$ cat src/sata_neg_pkg.sv
// shared constants and types for the host speed negotiation block
package sata_neg_pkg;

  // link generations as seen by the receive detector
  localparam logic [1:0] GEN1 = 2'h1;
  localparam logic [1:0] GEN2 = 2'h2;
  localparam logic [1:0] GEN3 = 2'h3;
  localparam logic [1:0] GEN_NONE = 2'h0;

  // transmit pattern select
  localparam logic [1:0] TX_IDLE  = 2'h0;
  localparam logic [1:0] TX_TONE  = 2'h1;
  localparam logic [1:0] TX_ALIGN = 2'h2;
  localparam logic [1:0] TX_SYNC  = 2'h3;

  // drive timeout per speed step, and the host's give-up time for an answer
  localparam int DRIVE_TIMEOUT_NS = 54600;
  localparam int CLK_PERIOD_NS    = 10;
  localparam int ANSWER_WAIT_CYC  = (DRIVE_TIMEOUT_NS + CLK_PERIOD_NS - 1) / CLK_PERIOD_NS;
  // detection must persist this many cycles before it is believed
  localparam int DETECT_CYC       = 16;

  // raw indications from the receive phy
  typedef struct packed {
    logic       align_seen;
    logic [1:0] align_gen;
    logic       sync_seen;
    logic       cominit;
  } rx_ind_s;

  // transmit control towards the phy
  typedef struct packed {
    logic [1:0] pattern;
    logic [1:0] gen;
  } tx_ctl_s;

endpackage

$ cat src/sata_host_speed_negotiation.sv
// host side speed negotiation state machine
`timescale 1ns/1ps
module sata_host_speed_negotiation #(
  parameter int DETECT_CYCLES = sata_neg_pkg::DETECT_CYC,
  parameter int ANSWER_WAIT   = sata_neg_pkg::ANSWER_WAIT_CYC
) (
  input  wire logic                  i_clk,
  input  wire logic                  i_resetn,
  input  wire logic                  i_port_reset,
  input  wire sata_neg_pkg::rx_ind_s i_rx,
  output sata_neg_pkg::tx_ctl_s      o_tx,
  output logic                       o_link_up,
  output logic [1:0]                 o_link_gen,
  output logic                       o_restart
);

  // ----------------------------------------------------------------
  // parameter checks
  // ----------------------------------------------------------------
  if (DETECT_CYCLES < 1 || DETECT_CYCLES > 255) begin : g_bad_detect
    $error("DETECT_CYCLES out of range");
  end
  if (ANSWER_WAIT < 1 || ANSWER_WAIT > 65535) begin : g_bad_wait
    $error("ANSWER_WAIT out of range");
  end

  // ----------------------------------------------------------------
  // input synchronisation
  // ----------------------------------------------------------------
  // phy indications arrive from the recovered clock domain
  sata_neg_pkg::rx_ind_s rx_s;

  sata_neg_sync #(
    .WIDTH ($bits(sata_neg_pkg::rx_ind_s))
  ) u_rx_sync (
    .i_clk    (i_clk),
    .i_resetn (i_resetn),
    .i_async  (i_rx),
    .o_sync   (rx_s)
  );

  // ----------------------------------------------------------------
  // state machine
  // ----------------------------------------------------------------
  typedef enum logic [3:0] {
    ST_TONE  = 4'h1,
    ST_ALIGN = 4'h2,
    ST_LINK  = 4'h4,
    ST_FAIL  = 4'h8
  } state_e;

  state_e      state_q;
  state_e      state_d;
  logic [7:0]  det_cnt_q;
  logic [1:0]  det_gen_q;
  logic [15:0] wait_q;
  logic [1:0]  gen_q;
  logic        restart_q;
  logic        link_up_q;
  logic [1:0]  link_gen_q;

  // gen3 align is never treated as a valid detection
  logic align_ok;
  assign align_ok = rx_s.align_seen &&
                    (rx_s.align_gen == sata_neg_pkg::GEN2 ||
                     rx_s.align_gen == sata_neg_pkg::GEN1);

  logic detected;
  // the rate must still match the one counted, or a last-cycle change would be answered
  assign detected = align_ok &&
                    (rx_s.align_gen == det_gen_q) &&
                    (det_cnt_q == 8'(DETECT_CYCLES - 1));

  // cominit from the drive is handled exactly like a software port reset
  logic restart;
  assign restart = i_port_reset || rx_s.cominit;

  // ----------------------------------------------------------------
  // detection filter
  // ----------------------------------------------------------------
  // aliasing gives short false hits; demand a steady rate for a while
  always_ff @(posedge i_clk or negedge i_resetn) begin
    if (!i_resetn) begin
      det_cnt_q <= '0;
      det_gen_q <= sata_neg_pkg::GEN_NONE;
    end else if (restart || state_q != ST_TONE || !align_ok || rx_s.align_gen != det_gen_q) begin
      det_cnt_q <= '0;
      det_gen_q <= align_ok ? rx_s.align_gen : sata_neg_pkg::GEN_NONE;
    end else if (!detected) begin
      det_cnt_q <= det_cnt_q + 8'h01;
    end
  end

  always_comb begin
    state_d = state_q;
    case (state_q)
      ST_TONE: begin
        if (detected) begin
          state_d = ST_ALIGN;
        end
      end
      ST_ALIGN: begin
        if (rx_s.sync_seen) begin
          state_d = ST_LINK;
        end else if (wait_q == 16'h0000) begin
          state_d = ST_FAIL;
        end
      end
      ST_LINK: begin
        // a live link holds until port reset or cominit
        state_d = ST_LINK;
      end
      ST_FAIL: begin
        state_d = ST_TONE;
      end
      default: begin
        state_d = ST_TONE;
      end
    endcase
    if (restart) begin
      state_d = ST_TONE;
    end
  end

  always_ff @(posedge i_clk or negedge i_resetn) begin
    if (!i_resetn) begin
      state_q <= ST_TONE;
    end else begin
      state_q <= state_d;
    end
  end

  // ----------------------------------------------------------------
  // answer timeout and negotiated rate
  // ----------------------------------------------------------------
  // without sync within a drive step the drive has moved on; fall back to tone
  always_ff @(posedge i_clk or negedge i_resetn) begin
    if (!i_resetn) begin
      wait_q <= '0;
    end else if (state_q == ST_TONE) begin
      wait_q <= 16'(ANSWER_WAIT - 1);
    end else if (state_q == ST_ALIGN && wait_q != 16'h0000) begin
      wait_q <= wait_q - 16'h0001;
    end
  end

  always_ff @(posedge i_clk or negedge i_resetn) begin
    if (!i_resetn) begin
      gen_q <= sata_neg_pkg::GEN1;
    end else if (state_q == ST_TONE && state_d == ST_ALIGN) begin
      gen_q <= det_gen_q;
    end else if (state_d == ST_TONE) begin
      gen_q <= sata_neg_pkg::GEN1;
    end
  end

  always_ff @(posedge i_clk or negedge i_resetn) begin
    if (!i_resetn) begin
      restart_q <= 1'b0;
    end else begin
      restart_q <= restart || state_q == ST_FAIL;
    end
  end

  // ----------------------------------------------------------------
  // outputs
  // ----------------------------------------------------------------
  always_ff @(posedge i_clk or negedge i_resetn) begin
    if (!i_resetn) begin
      o_tx.pattern <= sata_neg_pkg::TX_TONE;
      o_tx.gen     <= sata_neg_pkg::GEN1;
    end else begin
      case (state_d)
        ST_ALIGN: begin
          o_tx.pattern <= sata_neg_pkg::TX_ALIGN;
          o_tx.gen     <= (state_q == ST_TONE) ? det_gen_q : gen_q;
        end
        ST_LINK: begin
          o_tx.pattern <= sata_neg_pkg::TX_SYNC;
          o_tx.gen     <= gen_q;
        end
        ST_FAIL: begin
          o_tx.pattern <= sata_neg_pkg::TX_IDLE;
          o_tx.gen     <= sata_neg_pkg::GEN1;
        end
        default: begin
          o_tx.pattern <= sata_neg_pkg::TX_TONE;
          o_tx.gen     <= sata_neg_pkg::GEN1;
        end
      endcase
    end
  end

  // ----------------------------------------------------------------
  // link report
  // ----------------------------------------------------------------
  // registered so the reported rate never glitches while state settles
  always_ff @(posedge i_clk or negedge i_resetn) begin
    if (!i_resetn) begin
      link_up_q  <= 1'b0;
      link_gen_q <= sata_neg_pkg::GEN_NONE;
    end else if (state_d == ST_LINK) begin
      link_up_q  <= 1'b1;
      link_gen_q <= gen_q;
    end else begin
      link_up_q  <= 1'b0;
      link_gen_q <= sata_neg_pkg::GEN_NONE;
    end
  end

  assign o_link_up  = link_up_q;
  assign o_link_gen = link_gen_q;
  assign o_restart  = restart_q;

endmodule // sata_host_speed_negotiation

$ cat src/sata_neg_sync.sv
// two-flop synchroniser for a vector of asynchronous indications
`timescale 1ns/1ps
module sata_neg_sync #(
  parameter int WIDTH = 1
) (
  input  wire logic             i_clk,
  input  wire logic             i_resetn,
  input  wire logic [WIDTH-1:0] i_async,
  output logic      [WIDTH-1:0] o_sync
);

  logic [WIDTH-1:0] meta_q;
  logic [WIDTH-1:0] sync_q;

  always_ff @(posedge i_clk or negedge i_resetn) begin
    if (!i_resetn) begin
      meta_q <= '0;
      sync_q <= '0;
    end else begin
      meta_q <= i_async;
      sync_q <= meta_q;
    end
  end

  assign o_sync = sync_q;

endmodule // sata_neg_sync

$ cat config.mk
export PLATFORM = sky130hd
export DESIGN_NAME = sata_host_speed_negotiation
export DESIGN_NICKNAME = d
export VERILOG_FILES = /design/src/sata_neg_pkg.sv /design/src/sata_host_speed_negotiation.sv /design/src/sata_neg_sync.sv
export SDC_FILE = /design/constraint.sdc
export NUM_CORES = 1
export LEC_CHECK = 0
export BUFFER_PORTS_ARGS = -buffer_cell sky130_fd_sc_hd__buf_2
export CAP_MARGIN = 0
export CORE_ASPECT_RATIO = 1.5
export CORE_MARGIN = 4
export CORE_UTILIZATION = 59
export DETAILED_ROUTE_END_ITERATION = 16
export GPL_ROUTABILITY_DRIVEN = 0
export GPL_TIMING_DRIVEN = 0
export PLACE_DENSITY = 0.78
export SYNTH_ARGS = -nofsm -noshare
export SYNTH_HDL_FRONTEND = slang
export SYNTH_SLANG_ARGS = --single-unit
$ cat constraint.sdc
create_clock -name i_clk -period 2.45 [get_ports i_clk]
set_clock_uncertainty 0.15 [all_clocks]
set_input_delay 0.49 -clock i_clk [delete_from_list [all_inputs] [get_ports i_clk]]
set_output_delay 0.49 -clock i_clk [all_outputs]
set_load 0.01 [all_outputs]
Word-level counts from Yosys, hierarchy flattened
Cells that the tools add are included.

$add $sub $neg: 2. Equal/unequal tests: 15. Multiplexer cells: 16. Reductions and logical operators: 16.

Operators with widths (number): two-way mux 16 bit (2); one-hot mux 4 bit (3 select lines) (2); logical NOT 16 bit (1); two-way mux 4 bit (4); two-way mux 8 bit (2); nonzero test 16 bit (1); subtractor 16 x 1 -> 16 bit, second input constant (1); two-way mux 2 bit (5); adder 8 x 1 -> 8 bit, second input constant (1); equality test 4 x 1 -> 1 bit, second input constant (2); equality test 4 x 2 -> 1 bit, second input constant (2); equality test 4 x 3 -> 1 bit, second input constant (2); equality test 4 bit, second input constant (2); equality test 8 x 4 -> 1 bit, second input constant (1); logical OR 1 bit (6); logical AND 1 bit (5); inequality test 4 x 1 -> 1 bit, second input constant (1); nonzero test 2 bit (2); equality test 2 x 1 -> 1 bit, second input constant (1); equality test 2 bit (1); equality test 2 bit, second input constant (1); inequality test 2 x 1 -> 1 bit, second input constant (1); inequality test 2 bit (1); logical NOT 1 bit (1); two-way mux 1 bit (1).

Bits in registers: 50. Logic and storage cells: 61.

Depth between registers and ports, before layout
Depth after elaboration: 11. Gate-level depth with buffers: 7. Gate-level depth less buffers: 6.

Hierarchy
From an unflattened synthesis, not the netlist that was laid out.

Cell total of the unflattened synthesis: 203. Area, all modules: 2260.9 µm².

Modules (own cells, without submodules): sata_host_speed_negotiation (instances 1, cells each 193, area an instance 2010.7 µm²); sata_neg_sync (instances 1, cells each 10, area an instance 250.2 µm²).

Worst setup path after synthesis
OpenSTA, ideal clock, no wires.

Path kind: register to register. Start: register det_cnt_q[4]. End: register o_tx[0] in the netlist's numbering. Setup time: 0.094 ns. Arrival: 1.925 ns. Data required time: 2.206 ns. Setup slack: 0.281 ns. Stages on the path, launching flop included: 5. Period minus slack after synthesis: 2.169 ns. Cells stage by stage: dfrtp_1 or4_4 a2111oi_4 o211ai_2 or4_1.

Cells in the longest elaborated chain, start to end: 7. Elaborated cells between the ends (all ways): 9.

RTL lines: start, declared (RTL line sata_host_speed_negotiation.sv:54) `logic [7:0] det_cnt_q;`; start signal, assigned (RTL line sata_host_speed_negotiation.sv:90) `det_cnt_q <= det_cnt_q + 8'h01;`; equality test 8 x 4 -> 1 bit (*) (RTL line sata_host_speed_negotiation.sv:72) `(det_cnt_q == 8'(DETECT_CYCLES - 1));`; logical AND 1 bit (*) (RTL line sata_host_speed_negotiation.sv:71) `(rx_s.align_gen == det_gen_q) &&`; two-way mux 4 bit (*) (RTL line sata_host_speed_negotiation.sv:98) `if (detected) begin`; one-hot mux 4 bit (3 select lines) (*) (RTL line sata_host_speed_negotiation.sv:96) `case (state_q)`; two-way mux 4 bit (*) (RTL line sata_host_speed_negotiation.sv:120) `if (restart) begin`; via state_d[0] (RTL line sata_host_speed_negotiation.sv:53) `state_e state_d;`; equality test 4 bit, or another cell as far along (RTL line sata_host_speed_negotiation.sv:173) `case (state_d)`; one-hot mux 4 bit (3 select lines) (*) (RTL line sata_host_speed_negotiation.sv:173); end, declared (RTL line sata_host_speed_negotiation.sv:11) `output sata_neg_pkg::tx_ctl_s o_tx,`.

Mark *: on every way through the listed nets, which the timed path passes. The rest lies on a longest branch. A chain may end at the register's enable or synchronous reset.

Worst setup path in the final report
Start: register wait_q[2]. End: register o_tx[0] in the netlist's numbering.

Cells in the longest elaborated chain, start to end: 7. Elaborated cells between the ends (all ways): 9.

RTL lines: start, declared (RTL line sata_host_speed_negotiation.sv:56) `logic [15:0] wait_q;`; start signal, assigned (RTL line sata_host_speed_negotiation.sv:141) `wait_q <= 16'(ANSWER_WAIT - 1);`; start signal, assigned (RTL line sata_host_speed_negotiation.sv:143) `wait_q <= wait_q - 16'h0001;`; logical NOT 16 bit (*) (RTL line sata_host_speed_negotiation.sv:105) `end else if (wait_q == 16'h0000) begin`; two-way mux 4 bit (*) (RTL line sata_host_speed_negotiation.sv:105); two-way mux 4 bit (*) (RTL line sata_host_speed_negotiation.sv:103) `if (rx_s.sync_seen) begin`; one-hot mux 4 bit (3 select lines) (*) (RTL line sata_host_speed_negotiation.sv:96); two-way mux 4 bit (*) (RTL line sata_host_speed_negotiation.sv:120); equality test 4 bit, or another cell as far along (RTL line sata_host_speed_negotiation.sv:173); one-hot mux 4 bit (3 select lines) (*) (RTL line sata_host_speed_negotiation.sv:173).

Every way passes the cells marked *; elsewhere a longest branch is shown, timed or not.

==> impl_metrics.toml <==
[sta]
period_minus_slack_ns = 2.34
grt_setup_unrepaired = "no"
maximum_operating_frequency_ghz = 0.427
worst_pin_slew_ns = 1.07
setup_slack_ns = 0.109
slew_headroom_pct = 28.9
fin_crit_sh_pct = 95.5
final-max-slew-violation-count = 0
setup_failing_eps_final = 0
final-hold-violation-count = 0
fin_tns_setup_ns = 0
hold-worst-slack_ns = 0.134

[floorplan]
initial_core_util_pct = 62.3
dieWidth_um = 59.4
core_region_area_um2 = 3750
placementRows = 27
dieArea_um2 = 5050
die_height_um = 85.0
design.portCount = 16

[detailed_routing]
via_count = 1822
drtPass1Iterations = 4
via_per_inst = 6.48
finalWirelength_mm = 5.01
drt-wirelength-per-cell_um = 17.8
drc = 0
postRouteAntennaNets = 0
detailedRoute.firstIterationViolations = 119

[logic_synthesis]
synth_fp_nets = 224
synth.yosys.seq_area_share_pct = 53.8
synthesis_warning_total = 0
synth.avg_cell_area_um2 = 10.9
yosys_register_bits = 50
yosys.cell_types.count = 53
syn_inst = 214
synth_ff_type = "sky130_fd_sc_hd__dfrtp_1"
mappedNetlistArea_um2 = 2330
ys_async_sr_fraction_pct = 100
synth_edf_count = 0

[grt]
grt_pass1_wl_mm = 8.32
grt.met1_usage_pct = 24.2
combined_global_route_utilization_of_all_metal_layers_pct = 21.7
gr_peak_layer = "met2"
grt_pass1_vias = 1819
gr-usage-met2_pct = 37.1
use_met3_pct = 4.41
globalRouteOverflowTotal = 0
grt_start_max_net_pins = 51
antenna_found_initial = 0

[place]
place_worst_setup_slack_ns = 0.0553
place_hpwl_mm = 3.53
portBuffers = 15

[worst_setup_path]
crit_path_end_kind = "flip-flop"
worst-endpoint-required_ns = 2.54
cp_max_fo = 6
critPathBufInv = 0
critical_path.max_stage_delay_ns = 0.70
worst_setup_path_start_kind = "flip-flop"
arrival_ns = 2.43
critPathKind = "reg2reg"
crit_family = "simple AND/OR/NAND/NOR gates"
crit_path_top_delay_cell = "sky130_fd_sc_hd__nor4_1"
critical_path.cell_chain = "nor4_1 > and4_2 > a2111oi_0 > or4_1"

[clock_network]
cts_root_buf = "sky130_fd_sc_hd__clkbuf_8"
clk-insertion-delay-late_ns = 0.31
clkSinkCount = 50
tritoncts.num_buffers = 5
cts_tree = "done"
cts_max_level = 2
clk_pin_slew_worst_paths_ns = 0.10
cts-hold-fix-buffers = 0
ctsLongestPathBuffers = 2

[cells_and_area]
number_of_nets_in_the_layout = 247
drive_gt1_share_pct = 20.6
area_delta_synth_final_pct = 11.0
antenna_cells_inserted = 0

[run_status]
outcome = "finished clean"

[pwr]
ir_worst_vdd_uv = 505
powerDensity_nw_per_um2 = 523
leakagePower_nw = 1.04

[worst_hold_path]
hold_class = "in2reg"

[run]
drv.max_cap_violation_count = 0
==> routing by layer <==
| layer | part of all wire [%] | vias to the layer above |
|---|---|---|
| met5 | 0 | - |
| met4 | 2.6 | 0 |
| met3 | 4.5 | 11 |
| met2 | 55 | 52 |
| met1 | 38 | 904 |
| li1 | - | 855 |
==> sequential cells by signal (all words and copies together) (netlist names) <==
| name | flops |
|---|---|
| wait_q | 16 |
| det_cnt_q | 8 |
| u_rx_sync.meta_q | 5 |
| u_rx_sync.o_sync | 5 |
| o_tx | 4 |
| state_q | 4 |
| det_gen_q | 2 |
| gen_q | 2 |
| o_link_gen | 2 |
| o_link_up | 1 |
| o_restart | 1 |
==> report_power, final <==
part | leakage [nW] | total, mW | internal (mW) | switching [mW]
logic | 0.377 | 0.0343 | 0.0109 | 0.0235
registers | 0.620 | 0.844 | 0.835 | 0.00907
clock network | 0.0452 | 0.477 | 0.202 | 0.276
total | 1.04 | 1.36 | 1.05 | 0.308
==> final cells by class <==
cell class                      instances  area (um2)
Buffer                                  7        32.5
Multi-Input combinational cell        152        1060
Clock inverter                          2        13.8
Sequential cell                        50        1260
Inverter                                5        18.8
Timing Repair Buffer                   16        82.6
Clock buffer                            6        72.6
Tap cell                               43        53.8
Fill cell                             290        1160
==> worst paths after layout <==
| kind | from | to | slack, ns | cells after the start |
|---|---|---|---|---|
| max | wait_q[2] | o_tx[0] | 0.11 | 4 |
| min | i_rx[4] | u_rx_sync.meta_q[4] | 0.13 | 1 |
| max reg2reg | wait_q[2] | o_tx[0] | 0.11 | 4 |
| min reg2reg | u_rx_sync.meta_q[2] | u_rx_sync.o_sync[2] | 0.21 | 0 |
| max in group asynchronous | i_resetn | wait_q[9] | 1.27 | 1 |
| min in group asynchronous | i_resetn | wait_q[1] | 0.22 | 1 |
==> cell usage after synthesis, drive strengths merged (2+ instances only) <==
library cell,number,share of area (%)
a2111oi,2,1.6
a211oi,3,0.96
a21o,2,0.64
a21oi,10,2.1
a31oi,2,0.54
and2,3,0.80
and3,3,0.80
and4,2,0.80
buf,2,0.54
clkbuf,5,0.80
dfrtp,46,49
dfstp,4,4.5
ha,2,1.1
inv,5,0.80
mux2i,7,3.0
nand2,15,2.4
nand2b,3,0.80
nand3,15,3.2
nand3b,2,0.64
nand4,3,0.80
nand4bb,2,1.7
nor2,14,2.3
nor3,5,1.1
nor3b,2,0.64
nor4,5,1.3
nor4b,3,1.7
nor4bb,2,0.86
o21ai,11,2.4
o311ai,2,0.75
o31ai,5,1.6
or2,2,0.54
or3,7,2.0
or4,6,2.2
or4b,2,0.86
==> stage by stage <==
step	instance area (um2)	std cells	total power, mW	util, %
after floorplan	2330	214	0.869	-
after global placement	2460	272	0.893	65.7
after detailed placement	2460	272	0.896	65.7
after CTS	2550	280	1.37	68.0
after global routing	2590	281	1.41	69.1
final	2590	281	1.36	69.1
==> kinds of logic (layout without fill, tap and decap cells) <==
kind of cell	after synthesis	in the layout	synth area share, %
adders and majority gates	2	2	1.07
DFF	50	50	53.8
AOI/OAI and AO/OA	42	42	12.6
muxes	8	8	3.48
xor gates and xnor gates	2	2	0.750
buffers and inverters	12	36	2.14
and+or+nand+nor	98	98	26.2
==> worst register-to-register path: stages (launching register included) <==
cell,delay (ns)
sky130_fd_sc_hd__dfrtp_1,0.43
sky130_fd_sc_hd__nor4_1,0.70
sky130_fd_sc_hd__and4_2,0.44
sky130_fd_sc_hd__a2111oi_0,0.09
sky130_fd_sc_hd__or4_1,0.47
==> cell usage in the layout (no fill, tap or decap), types with 4 or more instances in the layout <==
master and n:
sky130_fd_sc_hd__mux2i_1 7, sky130_fd_sc_hd__nor4_1 4, sky130_fd_sc_hd__clkbuf_1 5, sky130_fd_sc_hd__nor3_1 4
sky130_fd_sc_hd__o31ai_1 5, sky130_fd_sc_hd__a21oi_1 10, sky130_fd_sc_hd__nand3_1 15, sky130_fd_sc_hd__buf_2 16
sky130_fd_sc_hd__inv_1 5, sky130_fd_sc_hd__nor2_1 14, sky130_fd_sc_hd__nand2_1 15, sky130_fd_sc_hd__clkbuf_8 5
sky130_fd_sc_hd__or3_1 5, sky130_fd_sc_hd__o21ai_0 11, sky130_fd_sc_hd__dfstp_2 4, sky130_fd_sc_hd__dfrtp_1 46
==> what timing repair did <==
action / in CTS / in global routing
setup buffers: 0 / 1
endpoints found under the setup margin: 0 / 22
resized for setup: 0 / 7
Note: power is estimated with default switching activity, not from simulation.
